$ cat src/hw/motion_alarm_regs.vh
`ifndef MOTION_ALARM_REGS_VH
`define MOTION_ALARM_REGS_VH

// ==========================================================
// Register offsets (byte addresses)
`define REG_CTRL 12'h000
`define REG_CMD 12'h004
`define REG_STATUS 12'h008
`define REG_SOFT_POS 12'h00C
`define REG_SOFT_NEG 12'h010

// ==========================================================
// Control fields and reset values
`define CTRL_POL_BIT 0
`define CTRL_HTYPE_LO 1
`define CTRL_HTYPE_HI 2
`define CTRL_STOPACT_BIT 3
`define CTRL_SOFTEN_BIT 4
`define CTRL_RESET 5'h00
`define SOFT_POS_RESET 32'h7FFFFFFF
`define SOFT_NEG_RESET 32'h80000000

// ==========================================================
// Command and status fields
`define CMD_CLEAR_BIT 0
`define CMD_SYSRST_BIT 1
`define STAT_ACTIVE_BIT 8
`define STAT_TORQUE_BIT 9
`define STAT_FATAL_BIT 10

// ==========================================================
// Home seek types
`define HTYPE_HOME 2'h0
`define HTYPE_TIM 2'h1
`define HTYPE_SENS 2'h2
`define HTYPE_BOTH 2'h3

// ==========================================================
// Alarm codes
`define ALM_LS_LOGIC 8'h60
`define ALM_LS_REV 8'h61
`define ALM_HOME_FAIL 8'h62
`define ALM_HOME_MISS 8'h63
`define ALM_TIM_SENS 8'h64
`define ALM_OFS_LS 8'h6A
`define ALM_DRV_ALM 8'h6E
`define ALM_DRV_CONN 8'h6F
`define ALM_MOT_PARAM 8'h70
`define ALM_PANIC 8'h68
`define ALM_HW_OT 8'h66
`define ALM_SW_OT 8'h67
`define ALM_NVM 8'h41
`define ALM_SYS 8'hF0
`define ALM_MEM 8'hF1
`define ALM_SEQ 8'hF2

// ==========================================================
// Blink counts
`define BLINK_STOP 4'h7
`define BLINK_PANIC 4'h6
`define BLINK_OT 4'h7
`define BLINK_NVM 4'h9

// ==========================================================
// Timing
`define CLK_KHZ 10000
`define LED_ON_MS 200
`define LED_OFF_MS 300
`define LED_PAUSE_MS 1500
`define DRV_TIMEOUT_MS 10
`define UNSTABLE_EDGES 2'h3

`endif

$ cat src/hw/sync_two_stage.v
`timescale 1ns/1ps
// ==========================================================
// Two flip-flop synchroniser
module sync_two_stage #(
  parameter WIDTH = 1
) (
  // Clock and reset
  input wire clk,
  input wire rst,
  // Data
  input wire [WIDTH-1:0] din,
  output reg [WIDTH-1:0] dout
);
  reg [WIDTH-1:0] meta_q;

  always @(posedge clk or posedge rst) begin
    if (rst) begin
      meta_q <= {WIDTH{1'b0}};
      dout <= {WIDTH{1'b0}};
    end else begin
      meta_q <= din;
      dout <= meta_q;
    end
  end
endmodule

$ cat src/hw/motion_alarm_monitor.v
// Design decisions made here: the APB interface to the registers and the register addresses.
`timescale 1ns/1ps
`include "motion_alarm_regs.vh"

module motion_alarm_monitor #(
  parameter LED_ON_CYC = `LED_ON_MS * `CLK_KHZ,
  parameter LED_OFF_CYC = `LED_OFF_MS * `CLK_KHZ,
  parameter LED_PAUSE_CYC = `LED_PAUSE_MS * `CLK_KHZ,
  parameter DRV_TIMEOUT_CYC = `DRV_TIMEOUT_MS * `CLK_KHZ
) (
  // Clock and reset
  input wire clk,
  input wire rst,
  // APB slave
  input wire psel,
  input wire penable,
  input wire pwrite,
  input wire [11:0] paddr,
  input wire [31:0] pwdata,
  output reg [31:0] prdata,
  output reg pready,
  output reg pslverr,
  // Axis and driver pins
  input wire travelLimitPos,
  input wire travelLimitNeg,
  input wire homePositionSensor,
  input wire stepTimingSignal,
  input wire sensorInput,
  input wire driverAlarm,
  input wire driverAck,
  input wire panicHaltRequest,
  // Sequence interpreter
  input wire homeSeekActive,
  input wire homeSeekDirPos,
  input wire homeSeekEnd,
  input wire offsetMoveActive,
  input wire driverCmdIssue,
  input wire moveStart,
  input wire currentEnabled,
  input wire homeInputsMissing,
  input wire linkDirMixed,
  input wire panicCmd,
  input wire [31:0] commandedPos,
  input wire nvmCorrupt,
  input wire logicStateFault,
  input wire memAccessFault,
  input wire seqCodeFault,
  // Alarm outputs
  output reg [7:0] alarmCode_q,
  output reg alarmActive_q,
  output reg motionHalt_q,
  output reg sequenceStop_q,
  output reg holdTorque_q,
  output reg driverCmdCancel_q,
  output reg alarmLed_q
);
  // ==========================================================
  // Pin synchronisation
  wire [7:0] pinSync;

  sync_two_stage #(.WIDTH(8)) pinSyncInst (
    .clk(clk),
    .rst(rst),
    .din({panicHaltRequest, driverAck, driverAlarm, sensorInput,
          stepTimingSignal, homePositionSensor, travelLimitNeg,
          travelLimitPos}),
    .dout(pinSync)
  );

  // ==========================================================
  // Registers
  reg [4:0] ctrl_q;
  reg [31:0] softPos_q;
  reg [31:0] softNeg_q;
  wire limitSensorPolarity = ctrl_q[`CTRL_POL_BIT];
  wire [1:0] homeSeekType = ctrl_q[`CTRL_HTYPE_HI:`CTRL_HTYPE_LO];
  wire alarmStopAction = ctrl_q[`CTRL_STOPACT_BIT];
  wire softLimitEn = ctrl_q[`CTRL_SOFTEN_BIT];

  wire limPos = pinSync[0] ^ limitSensorPolarity;
  wire limNeg = pinSync[1] ^ limitSensorPolarity;
  wire homeIn = pinSync[2];
  wire timIn = pinSync[3];
  wire sensIn = pinSync[4];
  wire drvAlm = pinSync[5];
  wire drvAck = pinSync[6];
  wire panicIn = pinSync[7];

  // ==========================================================
  // APB slave, no wait states
  wire setup = psel & ~penable;
  wire wrStb = psel & penable & pready & pwrite;
  wire clearCmd = wrStb && paddr == `REG_CMD && pwdata[`CMD_CLEAR_BIT];
  wire sysResetCmd = wrStb && paddr == `REG_CMD &&
                     pwdata[`CMD_SYSRST_BIT];
  wire fatalCur;
  reg [31:0] rdData;
  reg addrOk;

  always @* begin
    rdData = 32'h00000000;
    addrOk = 1'b1;
    if (paddr == `REG_CTRL) begin
      rdData = {27'h0000000, ctrl_q};
    end else if (paddr == `REG_CMD) begin
      rdData = 32'h00000000;
    end else if (paddr == `REG_STATUS) begin
      rdData = {21'h000000, fatalCur, holdTorque_q, alarmActive_q,
                alarmCode_q};
    end else if (paddr == `REG_SOFT_POS) begin
      rdData = softPos_q;
    end else if (paddr == `REG_SOFT_NEG) begin
      rdData = softNeg_q;
    end else begin
      addrOk = 1'b0;
    end
  end

  always @(posedge clk or posedge rst) begin
    if (rst) begin
      pready <= 1'b0;
      pslverr <= 1'b0;
      prdata <= 32'h00000000;
      ctrl_q <= `CTRL_RESET;
      softPos_q <= `SOFT_POS_RESET;
      softNeg_q <= `SOFT_NEG_RESET;
    end else begin
      pready <= setup;
      pslverr <= setup & ~addrOk;
      prdata <= (setup && !pwrite) ? rdData : 32'h00000000;
      if (wrStb && paddr == `REG_CTRL) begin
        ctrl_q <= pwdata[4:0];
      end
      if (wrStb && paddr == `REG_SOFT_POS) begin
        softPos_q <= pwdata;
      end
      if (wrStb && paddr == `REG_SOFT_NEG) begin
        softNeg_q <= pwdata;
      end
    end
  end

  // ==========================================================
  // Home seek tracking
  reg seekPrev_q;
  reg limPosPrev_q;
  reg limNegPrev_q;
  reg seenPos_q;
  reg seenNeg_q;
  reg seenHome_q;
  reg coincide_q;
  reg [1:0] edgeCnt_q;
  wire seekStart = homeSeekActive & ~seekPrev_q;
  wire limEdge = (limPos & ~limPosPrev_q) | (limNeg & ~limNegPrev_q);
  reg needMet;

  always @* begin
    needMet = 1'b1;
    case (homeSeekType)
      `HTYPE_TIM: needMet = timIn;
      `HTYPE_SENS: needMet = sensIn;
      `HTYPE_BOTH: needMet = timIn & sensIn;
      default: needMet = 1'b1;
    endcase
  end

  always @(posedge clk or posedge rst) begin
    if (rst) begin
      seekPrev_q <= 1'b0;
      limPosPrev_q <= 1'b0;
      limNegPrev_q <= 1'b0;
      seenPos_q <= 1'b0;
      seenNeg_q <= 1'b0;
      seenHome_q <= 1'b0;
      coincide_q <= 1'b0;
      edgeCnt_q <= 2'h0;
    end else begin
      seekPrev_q <= homeSeekActive;
      limPosPrev_q <= limPos;
      limNegPrev_q <= limNeg;
      if (seekStart) begin
        seenPos_q <= 1'b0;
        seenNeg_q <= 1'b0;
        seenHome_q <= 1'b0;
        coincide_q <= 1'b0;
        edgeCnt_q <= 2'h0;
      end else if (homeSeekActive) begin
        seenPos_q <= seenPos_q | limPos;
        seenNeg_q <= seenNeg_q | limNeg;
        seenHome_q <= seenHome_q | homeIn;
        coincide_q <= coincide_q | (homeIn & needMet);
        if (limEdge && edgeCnt_q != `UNSTABLE_EDGES) begin
          edgeCnt_q <= edgeCnt_q + 2'h1;
        end
      end else begin
        seenPos_q <= 1'b0;
        seenNeg_q <= 1'b0;
        seenHome_q <= 1'b0;
        edgeCnt_q <= 2'h0;
      end
    end
  end

  // ==========================================================
  // Driver response watchdog
  reg waitAck_q;
  reg [31:0] ackTimer_q;
  wire drvTimeout = waitAck_q && !drvAck &&
                    ackTimer_q == DRV_TIMEOUT_CYC - 1;

  always @(posedge clk or posedge rst) begin
    if (rst) begin
      waitAck_q <= 1'b0;
      ackTimer_q <= 32'h00000000;
      driverCmdCancel_q <= 1'b0;
    end else begin
      driverCmdCancel_q <= drvTimeout;
      if (drvAck || drvTimeout) begin
        waitAck_q <= 1'b0;
        ackTimer_q <= 32'h00000000;
      end else if (driverCmdIssue && !waitAck_q) begin
        waitAck_q <= 1'b1;
        ackTimer_q <= 32'h00000000;
      end else if (waitAck_q) begin
        ackTimer_q <= ackTimer_q + 32'h00000001;
      end
    end
  end

  // ==========================================================
  // Alarm detection, highest priority first
  reg [7:0] newCode;
  reg newValid;
  wire newFatal = newCode == `ALM_NVM || newCode[7:4] == 4'hF;
  wire anyLim = limPos | limNeg;
  wire softOut = softLimitEn &&
                 ($signed(commandedPos) > $signed(softPos_q) ||
                  $signed(commandedPos) < $signed(softNeg_q));

  always @* begin
    newValid = 1'b1;
    newCode = 8'h00;
    if (logicStateFault) begin
      newCode = `ALM_SYS;
    end else if (memAccessFault) begin
      newCode = `ALM_MEM;
    end else if (seqCodeFault) begin
      newCode = `ALM_SEQ;
    end else if (nvmCorrupt) begin
      newCode = `ALM_NVM;
    end else if (panicIn || panicCmd) begin
      newCode = `ALM_PANIC;
    end else if (limPos && limNeg) begin
      newCode = `ALM_LS_LOGIC;
    end else if (drvAlm) begin
      newCode = `ALM_DRV_ALM;
    end else if (drvTimeout) begin
      newCode = `ALM_DRV_CONN;
    end else if (homeSeekActive &&
                 (homeSeekDirPos ? limNeg : limPos)) begin
      newCode = `ALM_LS_REV;
    end else if (homeSeekActive && edgeCnt_q == `UNSTABLE_EDGES) begin
      newCode = `ALM_HOME_FAIL;
    end else if (homeSeekActive && seenPos_q && seenNeg_q &&
                 !seenHome_q) begin
      newCode = `ALM_HOME_MISS;
    end else if (homeSeekEnd && homeSeekType != `HTYPE_HOME &&
                 !coincide_q) begin
      newCode = `ALM_TIM_SENS;
    end else if (offsetMoveActive && anyLim) begin
      newCode = `ALM_OFS_LS;
    end else if (anyLim && !homeSeekActive) begin
      newCode = `ALM_HW_OT;
    end else if (moveStart && (!currentEnabled || homeInputsMissing ||
                 linkDirMixed)) begin
      newCode = `ALM_MOT_PARAM;
    end else if (softOut) begin
      newCode = `ALM_SW_OT;
    end else begin
      newValid = 1'b0;
    end
  end

  // ==========================================================
  // Alarm latch
  assign fatalCur = alarmActive_q &&
                    (alarmCode_q == `ALM_NVM || alarmCode_q[7:4] == 4'hF);
  reg [7:0] code_d;
  reg active_d;

  always @* begin
    code_d = alarmCode_q;
    active_d = alarmActive_q;
    if (newValid && (!alarmActive_q || (newFatal && !fatalCur))) begin
      code_d = newCode;
      active_d = 1'b1;
    end else if (newValid) begin
      active_d = 1'b1;
    end else if (sysResetCmd) begin
      code_d = 8'h00;
      active_d = 1'b0;
    end else if (clearCmd && !fatalCur) begin
      code_d = 8'h00;
      active_d = 1'b0;
    end
  end

  always @(posedge clk or posedge rst) begin
    if (rst) begin
      alarmCode_q <= 8'h00;
      alarmActive_q <= 1'b0;
      motionHalt_q <= 1'b0;
      sequenceStop_q <= 1'b0;
      holdTorque_q <= 1'b1;
    end else begin
      alarmCode_q <= code_d;
      alarmActive_q <= active_d;
      motionHalt_q <= active_d;
      sequenceStop_q <= active_d;
      if (!active_d) begin
        holdTorque_q <= 1'b1;
      end else if (code_d == `ALM_NVM || code_d[7:4] == 4'hF) begin
        holdTorque_q <= 1'b0;
      end else if (code_d == `ALM_PANIC || code_d == `ALM_HW_OT ||
                   code_d == `ALM_SW_OT) begin
        holdTorque_q <= alarmStopAction;
      end else begin
        holdTorque_q <= 1'b1;
      end
    end
  end

  // ==========================================================
  // Alarm LED
  localparam [4:0] S_DARK = 5'h01;
  localparam [4:0] S_ON = 5'h02;
  localparam [4:0] S_OFF = 5'h04;
  localparam [4:0] S_PAUSE = 5'h08;
  localparam [4:0] S_STEADY = 5'h10;
  reg [4:0] ledState_q;
  reg [31:0] ledTimer_q;
  reg [3:0] blinkLeft_q;
  reg [3:0] blinkCount;
  wire steady = alarmActive_q && alarmCode_q[7:4] == 4'hF;

  always @* begin
    if (alarmCode_q == `ALM_NVM) begin
      blinkCount = `BLINK_NVM;
    end else if (alarmCode_q == `ALM_PANIC) begin
      blinkCount = `BLINK_PANIC;
    end else if (alarmCode_q == `ALM_HW_OT ||
                 alarmCode_q == `ALM_SW_OT) begin
      blinkCount = `BLINK_OT;
    end else begin
      blinkCount = `BLINK_STOP;
    end
  end

  always @(posedge clk or posedge rst) begin
    if (rst) begin
      ledState_q <= S_DARK;
      ledTimer_q <= 32'h00000000;
      blinkLeft_q <= 4'h0;
      alarmLed_q <= 1'b0;
    end else if (!alarmActive_q) begin
      ledState_q <= S_DARK;
      ledTimer_q <= 32'h00000000;
      alarmLed_q <= 1'b0;
    end else if (steady) begin
      ledState_q <= S_STEADY;
      alarmLed_q <= 1'b1;
    end else begin
      ledTimer_q <= ledTimer_q + 32'h00000001;
      case (ledState_q)
        S_ON: begin
          if (ledTimer_q == LED_ON_CYC - 1) begin
            ledState_q <= S_OFF;
            ledTimer_q <= 32'h00000000;
            alarmLed_q <= 1'b0;
          end
        end
        S_OFF: begin
          if (ledTimer_q == LED_OFF_CYC - 1) begin
            ledTimer_q <= 32'h00000000;
            if (blinkLeft_q == 4'h1) begin
              ledState_q <= S_PAUSE;
            end else begin
              ledState_q <= S_ON;
              blinkLeft_q <= blinkLeft_q - 4'h1;
              alarmLed_q <= 1'b1;
            end
          end
        end
        S_PAUSE: begin
          if (ledTimer_q == LED_PAUSE_CYC - 1) begin
            ledState_q <= S_ON;
            ledTimer_q <= 32'h00000000;
            blinkLeft_q <= blinkCount;
            alarmLed_q <= 1'b1;
          end
        end
        default: begin
          ledState_q <= S_ON;
          ledTimer_q <= 32'h00000000;
          blinkLeft_q <= blinkCount;
          alarmLed_q <= 1'b1;
        end
      endcase
    end
  end
endmodule

$ cat config.mk
export PLATFORM = sky130hd
export DESIGN_NAME = motion_alarm_monitor
export DESIGN_NICKNAME = d
export VERILOG_FILES = /design/src/hw/sync_two_stage.v /design/src/hw/motion_alarm_monitor.v
export VERILOG_INCLUDE_DIRS = /design/src /design/src/hw
export SDC_FILE = /design/constraint.sdc
export NUM_CORES = 1
export LEC_CHECK = 0
export CORE_UTILIZATION = 44
export DETAILED_ROUTE_END_ITERATION = 10
export DONT_BUFFER_PORTS = 1
export SYNTH_ARGS = -nofsm -noshare
export SYNTH_HDL_FRONTEND = slang
export SYNTH_HIERARCHICAL = 1
export SYNTH_SLANG_ARGS = --single-unit
$ cat constraint.sdc
create_clock -name clk -period 5.3 [get_ports clk]
set_input_delay 0.53 -clock clk [delete_from_list [all_inputs] [get_ports clk]]
set_output_delay 0.53 -clock clk [all_outputs]
set_load 0.05 [all_outputs]
Word level (Yosys, flattened, before mapping)
Index checks and enable logic that the tools add are counted.
{"block": "classes", "add_sub_neg": 4, "mul": 0, "div_mod_pow": 0, "magnitude_cmp": 2, "n_eq_ne": 36, "shifts": 0, "mux": 98, "n_bitwise": 25, "n_reduce_logical": 56}
{"operator": "32-bit two-way mux", "n": 14}
{"operator": "32-bit case mux with 3 select lines", "n": 1}
{"operator": "7-bit two-way mux", "n": 13}
{"operator": "32-bit by 1-bit adder with 32-bit output (second input constant)", "n": 2}
{"operator": "8-bit by 7-bit equality test with 1-bit output (second input constant)", "n": 7}
{"operator": "8-bit two-way mux", "n": 7}
{"operator": "1-bit two-way mux", "n": 46}
{"operator": "32-bit by 17-bit equality test with 1-bit output (second input constant)", "n": 1}
{"operator": "32-bit by 21-bit equality test with 1-bit output (second input constant)", "n": 1}
{"operator": "32-bit by 22-bit equality test with 1-bit output (second input constant)", "n": 1}
{"operator": "32-bit by 24-bit equality test with 1-bit output (second input constant)", "n": 1}
{"operator": "32-bit greater-than comparator", "n": 1}
{"operator": "32-bit less-than comparator", "n": 1}
{"operator": "1-bit logical AND", "n": 28}
{"operator": "5-bit two-way mux", "n": 5}
{"operator": "12-bit by 4-bit equality test with 1-bit output (second input constant)", "n": 2}
{"operator": "4-bit two-way mux", "n": 5}
{"operator": "4-bit != test (second input constant)", "n": 4}
{"operator": "5-bit case mux with 3 select lines", "n": 1}
{"operator": "12-bit by 3-bit equality test with 1-bit output (second input constant)", "n": 1}
{"operator": "12-bit by 5-bit equality test with 1-bit output (second input constant)", "n": 1}
{"operator": "4-bit equality test (second input constant)", "n": 3}
{"operator": "12-bit logical NOT", "n": 1}
{"operator": "4-bit case mux with 3 select lines", "n": 1}
{"operator": "23 further kinds", "n": 73}
{"block": "totals", "regBits": 214, "latchBits": 0, "ramBits": 0, "romBits": 0, "inputBits": 103, "output_inout_bits": 48, "wordCells": 247, "memories": 0}

Depth between registers and ports, before layout
Gate-level depths: netlist of run 1.
{"block": "logic_depth", "depth_word": 31, "mapped_depth": 14, "ltp_nobuf": 14}

Modules after synthesis
The synthesis of run 1 kept the hierarchy.
{"module": "motion_alarm_monitor", "n_inst": 1, "cells_each": 1189, "area_per_inst_um2": 10861.7, "seq_area_each_um2": 4997.3}
{"module": "sync_two_stage", "n_inst": 1, "cells_each": 17, "area_per_inst_um2": 404.1, "seq_area_each_um2": 400.4}

Worst setup path before layout of run 1
OpenSTA, ideal clock, no wires.
{"block": "synth_timing", "path_type": "register to register", "start": "register softNeg_q[31]", "end": "register holdTorque_q", "setup_time_ns": 0.097, "t_arrival_ns": 2.984, "required_ns": 5.203, "setup_slack_ns": 2.220, "path_stages_with_launch": 15, "n_path_buf": 0, "period_less_slack_ns": 3.080, "path_cell_list": "dfstp_2 inv_1 ha_1 nand4_1 nor4_1 nand3_1 o21ai_0 or3_1 nand4b_4 o21ai_4 mux2i_1 nand3_2 a21boi_1 o211ai_1 o2111ai_1"}
{"block": "synth_between", "elab_chain_len": 31, "elab_cells_between_ends": 56, "cone_classes": "1 x order compare; 7 x eq/ne; 39 x mux; 9 x reduce/logical"}
{"element": "from (decl)", "line": "motion_alarm_monitor.v:74", "text": "reg [31:0] softNeg_q;"}
{"element": "from (signal assigned)", "line": "motion_alarm_monitor.v:126", "text": "softNeg_q <= `SOFT_NEG_RESET;"}
{"element": "from (signal assigned)", "line": "motion_alarm_monitor.v:138", "text": "softNeg_q <= pwdata;"}
{"element": "32-bit less-than comparator *", "line": "motion_alarm_monitor.v:238", "text": "$signed(commandedPos) < $signed(softNeg_q));"}
{"element": "1-bit logical OR *", "line": "motion_alarm_monitor.v:237", "text": "($signed(commandedPos) > $signed(softPos_q) ||"}
{"element": "1-bit logical AND *", "line": "motion_alarm_monitor.v:236", "text": "wire softOut = softLimitEn &&"}
{"element": "7-bit two-way mux", "line": "motion_alarm_monitor.v:277", "text": "end else if (softOut) begin"}
{"element": "7-bit two-way mux", "line": "motion_alarm_monitor.v:274", "text": "end else if (moveStart && (!currentEnabled || homeInputsMissing ||"}
{"element": "7-bit two-way mux", "line": "motion_alarm_monitor.v:272", "text": "end else if (anyLim && !homeSeekActive) begin"}
{"element": "7-bit two-way mux", "line": "motion_alarm_monitor.v:270", "text": "end else if (offsetMoveActive && anyLim) begin"}
{"element": "7-bit two-way mux", "line": "motion_alarm_monitor.v:267", "text": "end else if (homeSeekEnd && homeSeekType != `HTYPE_HOME &&"}
{"element": "(+15 left out)"}
{"element": "1-bit logical AND", "line": "motion_alarm_monitor.v:294", "text": "if (newValid && (!alarmActive_q || (newFatal && !fatalCur))) begin"}
{"element": "8-bit two-way mux *", "line": "motion_alarm_monitor.v:294"}
{"element": "named net code_d[1]", "line": "motion_alarm_monitor.v:288", "text": "reg [7:0] code_d;"}
{"element": "8-bit by 7-bit equality test with 1-bit output (no line)"}
{"element": "1-bit logical OR (no line) (2 in a row)"}
{"element": "1-bit two-way mux", "line": "motion_alarm_monitor.v:324", "text": "end else if (code_d == `ALM_PANIC || code_d == `ALM_HW_OT ||"}
{"element": "1-bit two-way mux *", "line": "motion_alarm_monitor.v:322", "text": "end else if (code_d == `ALM_NVM || code_d[7:4] == 4'hF) begin"}
{"element": "1-bit two-way mux *", "line": "motion_alarm_monitor.v:320", "text": "if (!active_d) begin"}
{"element": "to (signal assigned)", "line": "motion_alarm_monitor.v:326", "text": "holdTorque_q <= alarmStopAction;"}
{"element": "to (decl)", "line": "motion_alarm_monitor.v:53", "text": "output reg holdTorque_q,"}
Mark *: on every way through the listed nets, which the timed path passes. The rest lies on a longest branch.
A chain may end at the register's enable or synchronous reset.

Worst setup path after layout of run 1
{"block": "layout_timing", "start": "register softNeg_q[31]", "end": "register holdTorque_q"}
{"block": "layout_between", "elab_chain_len": 31, "elab_cells_between_ends": 56, "cone_classes": "1 x order compare; 7 x eq/ne; 39 x mux; 9 x reduce/logical"}
{"element": "32-bit less-than comparator *", "line": "motion_alarm_monitor.v:238"}
{"element": "1-bit logical OR *", "line": "motion_alarm_monitor.v:237"}
{"element": "1-bit logical AND *", "line": "motion_alarm_monitor.v:236"}
{"element": "7-bit two-way mux", "line": "motion_alarm_monitor.v:277"}
{"element": "7-bit two-way mux", "line": "motion_alarm_monitor.v:274"}
{"element": "7-bit two-way mux", "line": "motion_alarm_monitor.v:272"}
{"element": "7-bit two-way mux", "line": "motion_alarm_monitor.v:270"}
{"element": "7-bit two-way mux", "line": "motion_alarm_monitor.v:267"}
{"element": "(+14 left out)"}
{"element": "1-bit logical OR", "line": "motion_alarm_monitor.v:294"}
{"element": "1-bit logical AND", "line": "motion_alarm_monitor.v:294"}
{"element": "8-bit two-way mux", "line": "motion_alarm_monitor.v:294"}
{"element": "8-bit by 7-bit equality test with 1-bit output (no line)"}
{"element": "1-bit logical OR (no line) (2 in a row)"}
{"element": "1-bit two-way mux", "line": "motion_alarm_monitor.v:324"}
{"element": "1-bit two-way mux", "line": "motion_alarm_monitor.v:322"}
{"element": "1-bit two-way mux *", "line": "motion_alarm_monitor.v:320"}
Mark *: on every way between the ends. The rest lies on a longest branch, timed or not.

==> results of run 1 <==
Yosys cell counts, drive strengths merged (4+ instances only):
cell | n | share of area, %
xor2 | 33 | 2.6
o21a | 4 | 0.27
nand2 | 136 | 4.5
nand3 | 45 | 2.1
nor3b | 6 | 0.40
and3 | 27 | 1.5
o211ai | 4 | 0.27
nand3b | 6 | 0.40
nor2b | 8 | 0.44
ha | 68 | 7.6
nand2b | 8 | 0.44
nand4 | 29 | 1.7
o41ai | 5 | 0.39
a222oi | 10 | 0.89
a21o | 8 | 0.53
or4 | 8 | 0.57
xnor2 | 8 | 0.62
nor3 | 22 | 1.2
clkbuf | 36 | 1.2
or2 | 5 | 0.28
nor2 | 131 | 4.4
or3 | 7 | 0.39
a31oi | 6 | 0.33
buf | 6 | 0.37
o21ai | 132 | 6.0
nand4b | 4 | 0.44
mux2i | 5 | 0.44
mux2 | 7 | 0.70
a21oi | 39 | 1.8
o31ai | 7 | 0.47
dfstp | 34 | 7.9
inv | 86 | 2.9
a21boi | 4 | 0.27
nor4 | 15 | 0.94
dfrtp | 180 | 40
a22oi | 24 | 1.6
cell families (layout without fill, tap and decap cells):
| logic type | Yosys count | in the layout | synth area share (%) |
|---|---|---|---|
| and+or+nand+nor | 473 | 473 | 20.9 |
| AOI/OAI and AO/OA | 270 | 270 | 14.9 |
| DFF | 214 | 214 | 47.9 |
| buffers and inverters | 128 | 146 | 4.43 |
| adders and majority gates | 68 | 68 | 7.55 |
| xor gates and xnor gates | 41 | 41 | 3.19 |
| muxes | 12 | 12 | 1.14 |
| other | 0 | 1 | 0 |
worst reg2reg max path, delay by kind of cell, from the launching register on:
kind,cells,cell delay (ps)
flops,1,530
buf+inv,1,50
fa+ha+maj,1,340
simple gates,7,1790
compound gates,5,1080
metal layers:
metal | global-route usage, % | up-vias
met3 | 4.80 | 37
li1 | - | 4261
met5 | 0 | -
met1 | 31.3 | 4218
met2 | 34.9 | 236
met4 | 5.40 | 0
registers in the layout, summed over array words and instances (netlist names), 2 cells and up:
name and count:
ledState_q 5, ledTimer_q 32, softNeg_q 32, pinSyncInst/meta_q 8, softPos_q 32, ackTimer_q 32
edgeCnt_q 2, blinkLeft_q 4, pinSyncInst/dout 8, ctrl_q 5, alarmCode_q 8, prdata 32
cell type report:
type | instances | area, sq um | share of cell area (%)
antenna | 1 | 2.50 | 0.0200
clock buffer | 32 | 692 | 5.52
clock inverter | 14 | 181 | 1.45
inverter | 86 | 327 | 2.61
multi-input combinational | 864 | 5390 | 43.0
sequential | 214 | 5400 | 43.1
tap | 330 | 413 | 3.30
timing repair buffer | 14 | 123 | 0.979
report_power, final:
part	internal (uW)	leakage, uW	switching, uW	total [uW]
sequential	1700	0.00261	165	1860
combinational	179	0.00271	372	551
clock	1120	0.000437	689	1810
through the flow:
step / power, uW / std cells / cell area (sq um) / utilization [%]
2_1_floorplan: 2280 / 1206 / 11300 / -
3_5_place_dp: 2450 / 1506 / 11600 / 46.2
3_3_place_gp: 2440 / 1506 / 11600 / 46.2
6_report: 4220 / 1555 / 12500 / 49.7
4_1_cts: 4270 / 1553 / 12500 / 49.7
5_1_grt: 4420 / 1555 / 12500 / 49.7
path summary, 6_finish.rpt:
| check | startpoint | to | slack, ps | depth (start not counted) |
|---|---|---|---|---|
| min | sensorInput | pinSyncInst/meta_q[4]$_DFF_PP0_ | 20 | 0 |
| max reg2reg | softNeg_q[31]$_DFFE_PP1P_ | holdTorque_q$_DFF_PP1_ | 1410 | 14 |
| min reg2reg | pinSyncInst/meta_q[6]$_DFF_PP0_ | pinSyncInst/dout[6]$_DFF_PP0_ | 340 | 0 |
| max in group asynchronous | rst | pinSyncInst/dout[1]$_DFF_PP0_ | 4420 | 2 |
| max | softNeg_q[31]$_DFFE_PP1P_ | holdTorque_q$_DFF_PP1_ | 1410 | 14 |
| min in group asynchronous | rst | edgeCnt_q[1]$_DFFE_PP0P_ | 80 | 2 |
cell usage in the layout, fill, tap and decap left out, drive strengths merged, types with 6 or more instances in the layout:
cell,instances
nand3b,6
or4,8
nand4,29
nor3,22
a22oi,24
a31oi,6
nand2b,8
o31ai,7
and3,27
ha,68
xnor2,8
mux2,7
a21o,8
nand3,45
or3,7
a21oi,39
nor3b,6
a222oi,10
xor2,33
nor4,15
nor2b,8
clkinv,8
clkbuf,32
dfrtp,180
buf,12
inv,87
nor2,131
o21ai,132
dfstp,34
nand2,136
==> metrics.log, run 1 <==
INFO  metric slew_headroom = 23.6%
INFO  metric filler_cell_count = 2310
INFO  metric synth.net_count = 1377
INFO  metric drc_marker_count_from_the_first_detailed_route_iteration = 633
INFO  metric area.growth.synth_to_final = 11.2%
INFO  metric setup_repair_after_global_routing_missed_its_margin = no
INFO  metric routed_via_density = 5.63
INFO  metric cts.htree.levels = 1
INFO  metric floorplan.die_area = 26200 sq um
INFO  metric setup.worst_path.class = register to register
INFO  metric via_count = 8752
INFO  metric io_buffer_count = 0
INFO  metric synth_edf_count = 0
INFO  metric slew_viol_final = 0
INFO  metric dr_wl_met2 = 12800 microns
INFO  metric setup_total_negative_slack = 0 ps
INFO  metric fin_ws = 1410 ps
INFO  metric timing.clock.skew = 21.1 ps
INFO  metric timing.final.crit_share = 73.3%
INFO  metric cts_made_buffers = 25
INFO  metric ant_nets = 0
INFO  metric first_global_vias = 8680
INFO  metric finalHoldViolations = 0
INFO  metric half_perimeter_wire_length_after_detailed_placement = 20400 microns
INFO  metric yosysUniqueCellTypes = 75
INFO  metric cts_buffer_depth = 3
INFO  metric cts-resized-gates = 0
INFO  metric clk_pin_slew_worst_paths = 60 ps
INFO  metric cellPowerDensity = 337 nW/um^2
INFO  metric syn-instance-count = 1206
INFO  metric end_kind = register
INFO  metric post_route_cells_drive_above_1_share = 9.80%
INFO  metric grt_first_pass_wirelength = 46400 microns
INFO  metric ys_warn_count = 6
INFO  metric routabilityCongestion = 0.850
INFO  metric routed_wirelength = 28500 microns
INFO  metric dp_worst_setup_slack = 1480 ps
INFO  metric critical-path-max-stage-delay = 580 ps
INFO  metric max_cap_viol_count = 0
INFO  metric cts_post_setup_buffers_inserted = 0
INFO  metric postSynth.asyncResetShare = 100%
INFO  metric antenna_found_initial = 1
INFO  metric chipHeight = 162 microns
INFO  metric crit_top_cell = sky130_fd_sc_hd__nand3_1
INFO  metric clk_latency = 540 ps
INFO  metric path_delay_family = simple AND/OR/NAND/NOR gates
INFO  metric remaining_drc_errors = 0
INFO  metric final_net_count = 1376
INFO  metric grt_start_max_net_pins = 139
INFO  metric met1_length = 13100 microns
INFO  metric hold_slack = 24.0 ps
INFO  metric dr.max_layer_used = met4
INFO  metric globalRouteOverflowTotal = 0
INFO  metric worst_path_max_delay_cell = sky130_fd_sc_hd__nor4_1
INFO  metric groute.usage.overall = 22.3%
INFO  metric syn-mean-instance-area = 9.34 sq um
INFO  metric initial_utilization = 44.7%
INFO  metric worstPathBufferInverterCount = 1
INFO  metric maxClockFrequency = 257 MHz
INFO  metric worstPathRequired = 5730 ps
INFO  metric hold_path.class = input pin to register
INFO  metric core_area = 25200 sq um
INFO  metric maximum_vdd_drop = 273 uV
INFO  metric synthesis.area = 11300 sq um
INFO  metric routed_wire_length_per_instance = 18.3 microns
INFO  metric tritoncts_num_sinks = 214
INFO  metric route.met3.wl = 2010 microns
INFO  metric critPathArrivalTime = 4320 ps
INFO  metric firstDrtPassIters = 5
INFO  metric run_status = completed
INFO  metric cts_tree = yes
INFO  metric main_synth_ff_type = sky130_fd_sc_hd__dfrtp_1
INFO  metric worst-path-max-fanout = 4
INFO  metric die_x = 162 microns
INFO  metric clk_root_buffer_cell = sky130_fd_sc_hd__clkbuf_16
INFO  metric boundaryPins = 151
INFO  metric power.leakage = 0.00576 uW
INFO  metric postCtsHoldBufs = 1
INFO  metric register_area_share_after_synthesis = 47.9%
INFO  metric placement_rows = 58
INFO  metric finalWorstPathRequiredPeriod = 3890 ps
INFO  metric ys_seq_elements = 214
INFO  metric startpoint_type = register
INFO  metric setup-violations-final = 0
INFO  metric crit_path_cell_trace = inv_1 > ha_1 > nand4_1 > nor4_1 > nand3_1 > o21ai_0 > or3_1 > nand3_1 > a211oi_1 > nor2_1 > nor3_4 > a21boi_1 > o211ai_1 > o2111ai_1
INFO  metric tightest_slew = 1150 ps
No activity file was read; power rests on OpenSTA's default activity.
==> inputs of run 2 (changes only) <==
==> constraint.sdc (replaced) <==
create_clock -name clk -period 3.51 [get_ports clk]
set_input_delay 0.351 -clock clk [delete_from_list [all_inputs] [get_ports clk]]
set_output_delay 0.351 -clock clk [all_outputs]
set_load 0.05 [all_outputs]
==> run 2 against run 1 <==
Register-to-register slack worse by 1400 ps. Critical path depth is 1 higher. Final cell count is 4.5% higher. Combinational power is 110% higher. Sequential share of layout area is 2.2 points lower. Utilization is 2.7 points higher. Sequential power is 44% higher. Hold slack better by 21 ps. Die area stayed put. Setup slack worse by 1400 ps. Clock skew is 9.7 ps lower.
==> metrics.log, run 2 (synthesis gave the netlist of run 1 again) <==
INFO  metric power.leakage = 0.00607 uW (+5.5%)
INFO  metric maximum_vdd_drop = 435 uV (+59%)
INFO  metric drc_marker_count_from_the_first_detailed_route_iteration = 699 (+10%)
INFO  metric first_global_vias = 8985 (+3.5%)
INFO  metric timing.final.crit_share = 99.3% (+26 points)
INFO  metric most_common_cell_after_layout_fill_and_taps_aside = sky130_fd_sc_hd__dfrtp_1
INFO  metric final_net_count = 1448 (+5.2%)
INFO  metric floorplan.die_area = 26200 sq um (unchanged)
INFO  metric setup-violations-final = 0 (unchanged)
INFO  metric clk_latency = 520 ps (-20 ps)
INFO  metric core_area = 25200 sq um (unchanged)
INFO  metric worstSetupStartpoint = softNeg_q[31]$_DFFE_PP1P_
INFO  metric dp_worst_setup_slack = -26.3 ps (-1510 ps)
INFO  metric placement_rows = 58 (unchanged)
INFO  metric routed_wire_length_per_instance = 18.3 microns (about the same)
INFO  metric setup.worst_path.class = register to register
INFO  metric startpoint_type = register
INFO  metric boundaryPins = 151 (unchanged)
INFO  metric area.growth.synth_to_final = 17.1%
INFO  metric grt_first_pass_wirelength = 48200 microns (+4.0%)
INFO  metric crit_end = holdTorque_q$_DFF_PP1_
INFO  metric finalWorstPathRequiredPeriod = 3490 ps (-401 ps)
INFO  metric routabilityCongestion = 0.879 (+3.4%)
INFO  metric setup_repair_after_global_routing_missed_its_margin = yes
INFO  metric slew_headroom = 38.1% (+14 points)
INFO  metric worst-path-max-fanout = 6 (+2)
INFO  metric finalHoldViolations = 0 (unchanged)
INFO  metric critPathArrivalTime = 3910 ps (-410 ps)
INFO  metric rr_endpoint = holdTorque_q$_DFF_PP1_
INFO  metric antenna_found_initial = 1 (unchanged)
INFO  metric tritoncts_num_sinks = 214 (unchanged)
INFO  metric post_route_cells_drive_above_1_share = 11.9% (+2.1 points)
INFO  metric firstDrtPassIters = 5 (unchanged)
INFO  metric slew_viol_final = 0 (unchanged)
INFO  metric setup_total_negative_slack = 0 ps (unchanged)
INFO  metric globalRouteOverflowTotal = 0 (unchanged)
INFO  metric critical_path.reg2reg.startpoint = softNeg_q[31]$_DFFE_PP1P_
INFO  metric chipHeight = 162 microns (unchanged)
INFO  metric end_kind = register
INFO  metric maxClockFrequency = 287 MHz (+11%)
INFO  metric cts.htree.levels = 1 (unchanged)
INFO  metric timing.clock.skew = 11.5 ps (-9.69 ps)
INFO  metric fin_ws = 24.3 ps (-1390 ps)
INFO  metric via_count = 9130 (+4.3%)
INFO  metric initial_utilization = 44.7% (unchanged)
INFO  metric count_of_cells_along_the_worst_register_to_register_path = 15 (+1)
INFO  metric cts_made_buffers = 25 (unchanged)
INFO  metric tightest_slew = 929 ps (-217 ps)
INFO  metric run_status = completed
INFO  metric cellPowerDensity = 480 nW/um^2 (+42%)
INFO  metric layout.cells.most_common_list = sky130_fd_sc_hd__dfrtp_1 (179), sky130_fd_sc_hd__nand2_1 (136), sky130_fd_sc_hd__nor2_1 (129), sky130_fd_sc_hd__o21ai_0 (99), sky130_fd_sc_hd__inv_1 (85)
INFO  metric die_x = 162 microns (unchanged)
INFO  metric report.power.total = 6330 uW (+50%)
INFO  metric clk_pin_slew_worst_paths = 60 ps (about the same)
INFO  metric hold_path.class = input pin to register
INFO  metric clk_root_buffer_cell = sky130_fd_sc_hd__clkbuf_16
INFO  metric worstPathRequired = 3940 ps (-1790 ps)
INFO  metric io_buffer_count = 0 (unchanged)
INFO  metric groute.usage.overall = 23.0% (+0.69 points)
INFO  metric ant_nets = 0 (unchanged)
INFO  metric remaining_drc_errors = 0 (unchanged)
INFO  metric cts_tree = yes
INFO  metric cts_buffer_depth = 3 (unchanged)
INFO  metric max_cap_viol_count = 0 (unchanged)
INFO  metric timing.reg2reg.setup_slack = 20 ps (-1390 ps)
INFO  metric grt_start_max_net_pins = 128 (-7.9%)
INFO  metric routed_via_density = 5.62 (-0.17%)
INFO  metric routed_wirelength = 29700 microns (+4.4%)
INFO  metric half_perimeter_wire_length_after_detailed_placement = 20800 microns (+2.0%)
==> run 2: changes by cell type in the layout (fill, tap and decap cells not counted), moves of 3 or more <==
cell and change:
sky130_fd_sc_hd__buf_12 +4, sky130_fd_sc_hd__buf_4 +25, sky130_fd_sc_hd__bufinv_16 -3, sky130_fd_sc_hd__clkbuf_1 +4
sky130_fd_sc_hd__dlygate4sd3_1 +43
==> run 2: final cells by class <==
type,count,area (sq um)
Clock inverter,7,62.6
Inverter,86,327
Sequential cell,214,5400
Multi-Input combinational cell,864,5450
Tap cell,330,413
Antenna cell,1,2.50
Fill cell,2275,12000
Timing Repair Buffer,86,821
Clock buffer,37,721
==> run 2: repair_timing <==
action	in CTS	in global routing
buffers inserted	0	1
endpoints found under the setup margin	1	8
gates resized for setup	2	10
hold buffers	45	0
pin swaps	0	2
endpoints found under the hold margin	191	0
==> run 2: how the worst min path moves through the flow <==
stage | from | end | slack [ps] | cells after the start
3_5_place_dp | pinSyncInst/meta_q[4]$_DFF_PP0_ | pinSyncInst/dout[4]$_DFF_PP0_ | 330 | 0
3_3_place_gp | rst | pinSyncInst/meta_q[4]$_DFF_PP0_ | 330 | 1
5_1_grt | driverCmdIssue | ackTimer_q[4]$_DFFE_PP0P_ | 50 | 3
2_1_floorplan | rst | pinSyncInst/dout[0]$_DFF_PP0_ | 260 | 1
4_1_cts | paddr[4] | pslverr$_DFF_PP0_ | 20 | 2
6_report | paddr[4] | pslverr$_DFF_PP0_ | 40 | 2
==> run 2: through the flow <==
step / cell area, sq um / hold WS, ps / util, % / instances
global route: 13200 / 46.9 / 52.4 / 1625
detailed placement: 11900 / 335 / 47.2 / 1534
floorplan: 11300 / 265 / - / 1206
global placement: 11900 / 333 / 47.2 / 1534
finish: 13200 / 44.6 / 52.4 / 1625
CTS: 13100 / 18.0 / 52.2 / 1623
==> run 2: critical path, stage by stage, from the launching register on <==
cell and delay, ps:
sky130_fd_sc_hd__dfstp_2 530, sky130_fd_sc_hd__inv_1 50, sky130_fd_sc_hd__ha_1 320, sky130_fd_sc_hd__nand4_1 220, sky130_fd_sc_hd__inv_1 70, sky130_fd_sc_hd__a221oi_1 320, sky130_fd_sc_hd__o21ai_0 220, sky130_fd_sc_hd__or3_4 410
sky130_fd_sc_hd__nand4b_4 170, sky130_fd_sc_hd__o21ai_4 100, sky130_fd_sc_hd__buf_4 190, sky130_fd_sc_hd__a311oi_2 280, sky130_fd_sc_hd__a211o_1 160, sky130_fd_sc_hd__nand2b_1 60, sky130_fd_sc_hd__o211ai_1 160, sky130_fd_sc_hd__o2111ai_1 140
==> run 2: power breakdown <==
part           internal [uW]  total [uW]  switching, uW
registers               2570        2670            107
clock network           1480        2490           1010
logic                    409        1170            757
==> run 2: routing by layer <==
metal	GRT usage (%)	up-vias	share of wire, %
met3	4.55	44	6.2
met5	0	-	0
met2	36.2	251	46
met4	5.75	0	2.3
li1	-	4403	-
met1	32.3	4432	46
==> inputs of run 3 (changes only) <==
--- a/config.mk
+++ b/config.mk
@@ -9,6 +9,7 @@
 export CORE_UTILIZATION = 44
 export DETAILED_ROUTE_END_ITERATION = 10
 export DONT_BUFFER_PORTS = 1
+export PLACE_DENSITY_LB_ADDON = 0.2
 export SYNTH_ARGS = -nofsm -noshare
 export SYNTH_HDL_FRONTEND = slang
 export SYNTH_HIERARCHICAL = 1
==> run 3 against run 2 <==
Highest routed layer is now met5. Largest cell class unchanged. Via count shrank 1.3%. Critical path depth unchanged. Maximum frequency is 3.9% higher.
==> metrics.log, run 3 (synthesis gave the netlist of run 1 again) <==
INFO  metric run_status = completed
INFO  metric startpoint_type = register
INFO  metric timing.critical_path.depth = 15 (unchanged)
INFO  metric max_cap_viol_count = 0 (unchanged)
INFO  metric path_delay_family = compound AO/OA/AOI/OAI gates
INFO  metric maximum_vdd_drop = 407 uV (-6.4%)
INFO  metric first_global_vias = 8954 (-0.35%)
INFO  metric power.leakage = 0.00611 uW (+0.62%)
INFO  metric area.growth.synth_to_final = 18.1%
INFO  metric critical-path-max-stage-delay = 520 ps (about the same)
INFO  metric antenna_found_initial = 2 (+1)
INFO  metric slew_viol_final = 0 (unchanged)
INFO  metric worstPathRequired = 3940 ps (about the same)
INFO  metric core_area = 25200 sq um (unchanged)
INFO  metric clk_root_buffer_cell = sky130_fd_sc_hd__clkbuf_16
INFO  metric drc_marker_count_from_the_first_detailed_route_iteration = 582 (-17%)
INFO  metric final_net_count = 1445 (-0.21%)
INFO  metric cts_made_buffers = 25 (unchanged)
INFO  metric post_route_cells_drive_above_1_share = 12.0% (+0.096 points)
INFO  metric routed_via_density = 5.55 (-1.2%)
INFO  metric io_buffer_count = 0 (unchanged)
INFO  metric timing.final.crit_share = 95.6% (-3.7 points)
INFO  metric placement_rows = 58 (unchanged)
INFO  metric initial_utilization = 44.7% (unchanged)
INFO  metric die_x = 162 microns (unchanged)
INFO  metric finalHoldViolations = 0 (unchanged)
INFO  metric cellPowerDensity = 500 nW/um^2 (+4.2%)
INFO  metric boundaryPins = 151 (unchanged)
INFO  metric via_count = 9011 (-1.3%)
INFO  metric remaining_drc_errors = 0 (unchanged)
INFO  metric timing.reg2reg.setup_slack = 150 ps (+130 ps)
INFO  metric globalRouteOverflowTotal = 0 (unchanged)
INFO  metric hold_path.class = input pin to register
INFO  metric ant_nets = 0 (unchanged)
INFO  metric slew_headroom = 48.8% (+11 points)
INFO  metric crit_top_cell = sky130_fd_sc_hd__inv_1
INFO  metric cts_post_setup_buffers_inserted = 0 (unchanged)
INFO  metric worstSetupStartpoint = softNeg_q[31]$_DFFE_PP1P_
INFO  metric worst_path_max_delay_cell = sky130_fd_sc_hd__dfstp_2
INFO  metric crit_path_cell_trace = inv_1 > ha_1 > nand4_1 > inv_1 > a221oi_1 > o21ai_1 > or3_4 > nand4b_4 > o21ai_4 > buf_4 > a311oi_2 > a211o_1 > nand2b_1 > o211ai_1 > o2111ai_1
INFO  metric hold_slack = 22.7 ps (-21.8 ps)
INFO  metric finalWorstPathRequiredPeriod = 3360 ps (-130 ps)
INFO  metric grt_start_max_net_pins = 131 (+2.3%)
INFO  metric crit_end = holdTorque_q$_DFF_PP1_
INFO  metric setup.worst_path.class = register to register
INFO  metric tritoncts_num_sinks = 214 (unchanged)
INFO  metric critPathArrivalTime = 3790 ps (-120 ps)
INFO  metric routed_wire_length_per_instance = 18.0 microns (-1.8%)
INFO  metric timing.clock.skew = 18.0 ps (+6.57 ps)
INFO  metric worst-path-max-fanout = 6 (unchanged)
INFO  metric maxClockFrequency = 298 MHz (+3.9%)
INFO  metric setup_repair_after_global_routing_missed_its_margin = yes
INFO  metric routed_wirelength = 29100 microns (-1.9%)
INFO  metric clk_latency = 520 ps (about the same)
INFO  metric tightest_slew = 768 ps (-161 ps)
INFO  metric placement.cell_area = 11900 sq um (about the same)
INFO  metric floorplan.die_area = 26200 sq um (unchanged)
INFO  metric layout.cells.most_common_list = sky130_fd_sc_hd__dfrtp_1 (179), sky130_fd_sc_hd__nand2_1 (136), sky130_fd_sc_hd__nor2_1 (129), sky130_fd_sc_hd__o21ai_0 (98), sky130_fd_sc_hd__inv_1 (85)
INFO  metric fin_area = 13300 sq um (+0.82%)
INFO  metric firstDrtPassIters = 5 (unchanged)
INFO  metric groute.usage.overall = 22.5% (-0.47 points)
INFO  metric filler_cell_count = 2247 (-1.2%)
INFO  metric cts_buffer_depth = 3 (unchanged)
INFO  metric critical_path.reg2reg.startpoint = softNeg_q[31]$_DFFE_PP1P_
INFO  metric cts.htree.levels = 1 (unchanged)
INFO  metric setup-violations-final = 0 (unchanged)
INFO  metric count_of_cells_along_the_worst_register_to_register_path = 15 (unchanged)
INFO  metric clk_pin_slew_worst_paths = 60 ps (about the same)
INFO  metric end_kind = register
INFO  metric most_common_cell_after_layout_fill_and_taps_aside = sky130_fd_sc_hd__dfrtp_1
INFO  metric grt_first_pass_wirelength = 47100 microns (-2.4%)
INFO  metric routabilityCongestion = 0.899 (+2.3%)
INFO  metric half_perimeter_wire_length_after_detailed_placement = 20500 microns (-1.4%)
INFO  metric worstPathBufferInverterCount = 3 (unchanged)
INFO  metric cts_tree = yes
INFO  metric rr_endpoint = holdTorque_q$_DFF_PP1_
INFO  metric chipHeight = 162 microns (unchanged)
run 3: cell count changes in the layout (fill, tap and decap cells not counted), sizes merged:
cell,before,now
bufinv,1,5
clkbuf,37,33
buf,41,38
clkinvlp,2,5
clkinv,5,3
run 3: layout make-up:
| cell class | instances | area, sq um | area share, % |
|---|---|---|---|
| diodes | 1 | 2.50 | 0.0188 |
| flip-flops and latches | 214 | 5400 | 40.6 |
| repair buffers | 83 | 811 | 6.09 |
| clock inverters | 12 | 195 | 1.47 |
| clock buffers | 33 | 716 | 5.38 |
| well taps | 330 | 413 | 3.10 |
| multi-input cells | 864 | 5440 | 40.9 |
| inverters | 86 | 327 | 2.45 |
run 3: repair_timing:
action	CTS	global route
hold buffers	45	0
setup endpoints to repair	0	10
hold endpoints to repair	188	0
resized for setup	0	11
run 3: per-stage QoR:
step / TNS [ps] / utilization (%) / setup slack (ps) / total power (uW) / instances
floorplan: 0 / - / 430 / 3440 / 1206
global placement: 0 / 47.2 / 146 / 3800 / 1532
detailed placement: 0 / 47.2 / 27.0 / 3810 / 1532
CTS: 0 / 52.6 / 35.4 / 6720 / 1622
global route: -48.0 / 52.8 / -48.0 / 6940 / 1623
finish: 0 / 52.8 / 155 / 6650 / 1623
run 3: worst min-delay path by stage:
stage | startpoint | end | slack (ps) | cells after the start
2_1_floorplan | rst | pinSyncInst/dout[0]$_DFF_PP0_ | 260 | 1
3_3_place_gp | rst | pinSyncInst/meta_q[4]$_DFF_PP0_ | 330 | 1
3_5_place_dp | rst | pinSyncInst/meta_q[4]$_DFF_PP0_ | 330 | 1
4_1_cts | pwdata[16] | softNeg_q[16]$_DFFE_PP0P_ | 9 | 2
5_1_grt | driverCmdIssue | ackTimer_q[2]$_DFFE_PP0P_ | 30 | 3
6_report | pwdata[16] | softNeg_q[16]$_DFFE_PP0P_ | 20 | 2
run 3: where the power goes:
| group | switching, uW | internal, uW |
|---|---|---|
| sequential | 111 | 2570 |
| combinational | 742 | 394 |
| clock | 1040 | 1800 |
run 3: layer usage:
layer,vias to the layer above,share of wire [%],GRT usage [%]
met2,223,46,36.1
met1,4353,46,31.3
met4,2,1.7,4.76
met3,36,6.4,4.80
met5,-,0.045,0
li1,4397,-,-
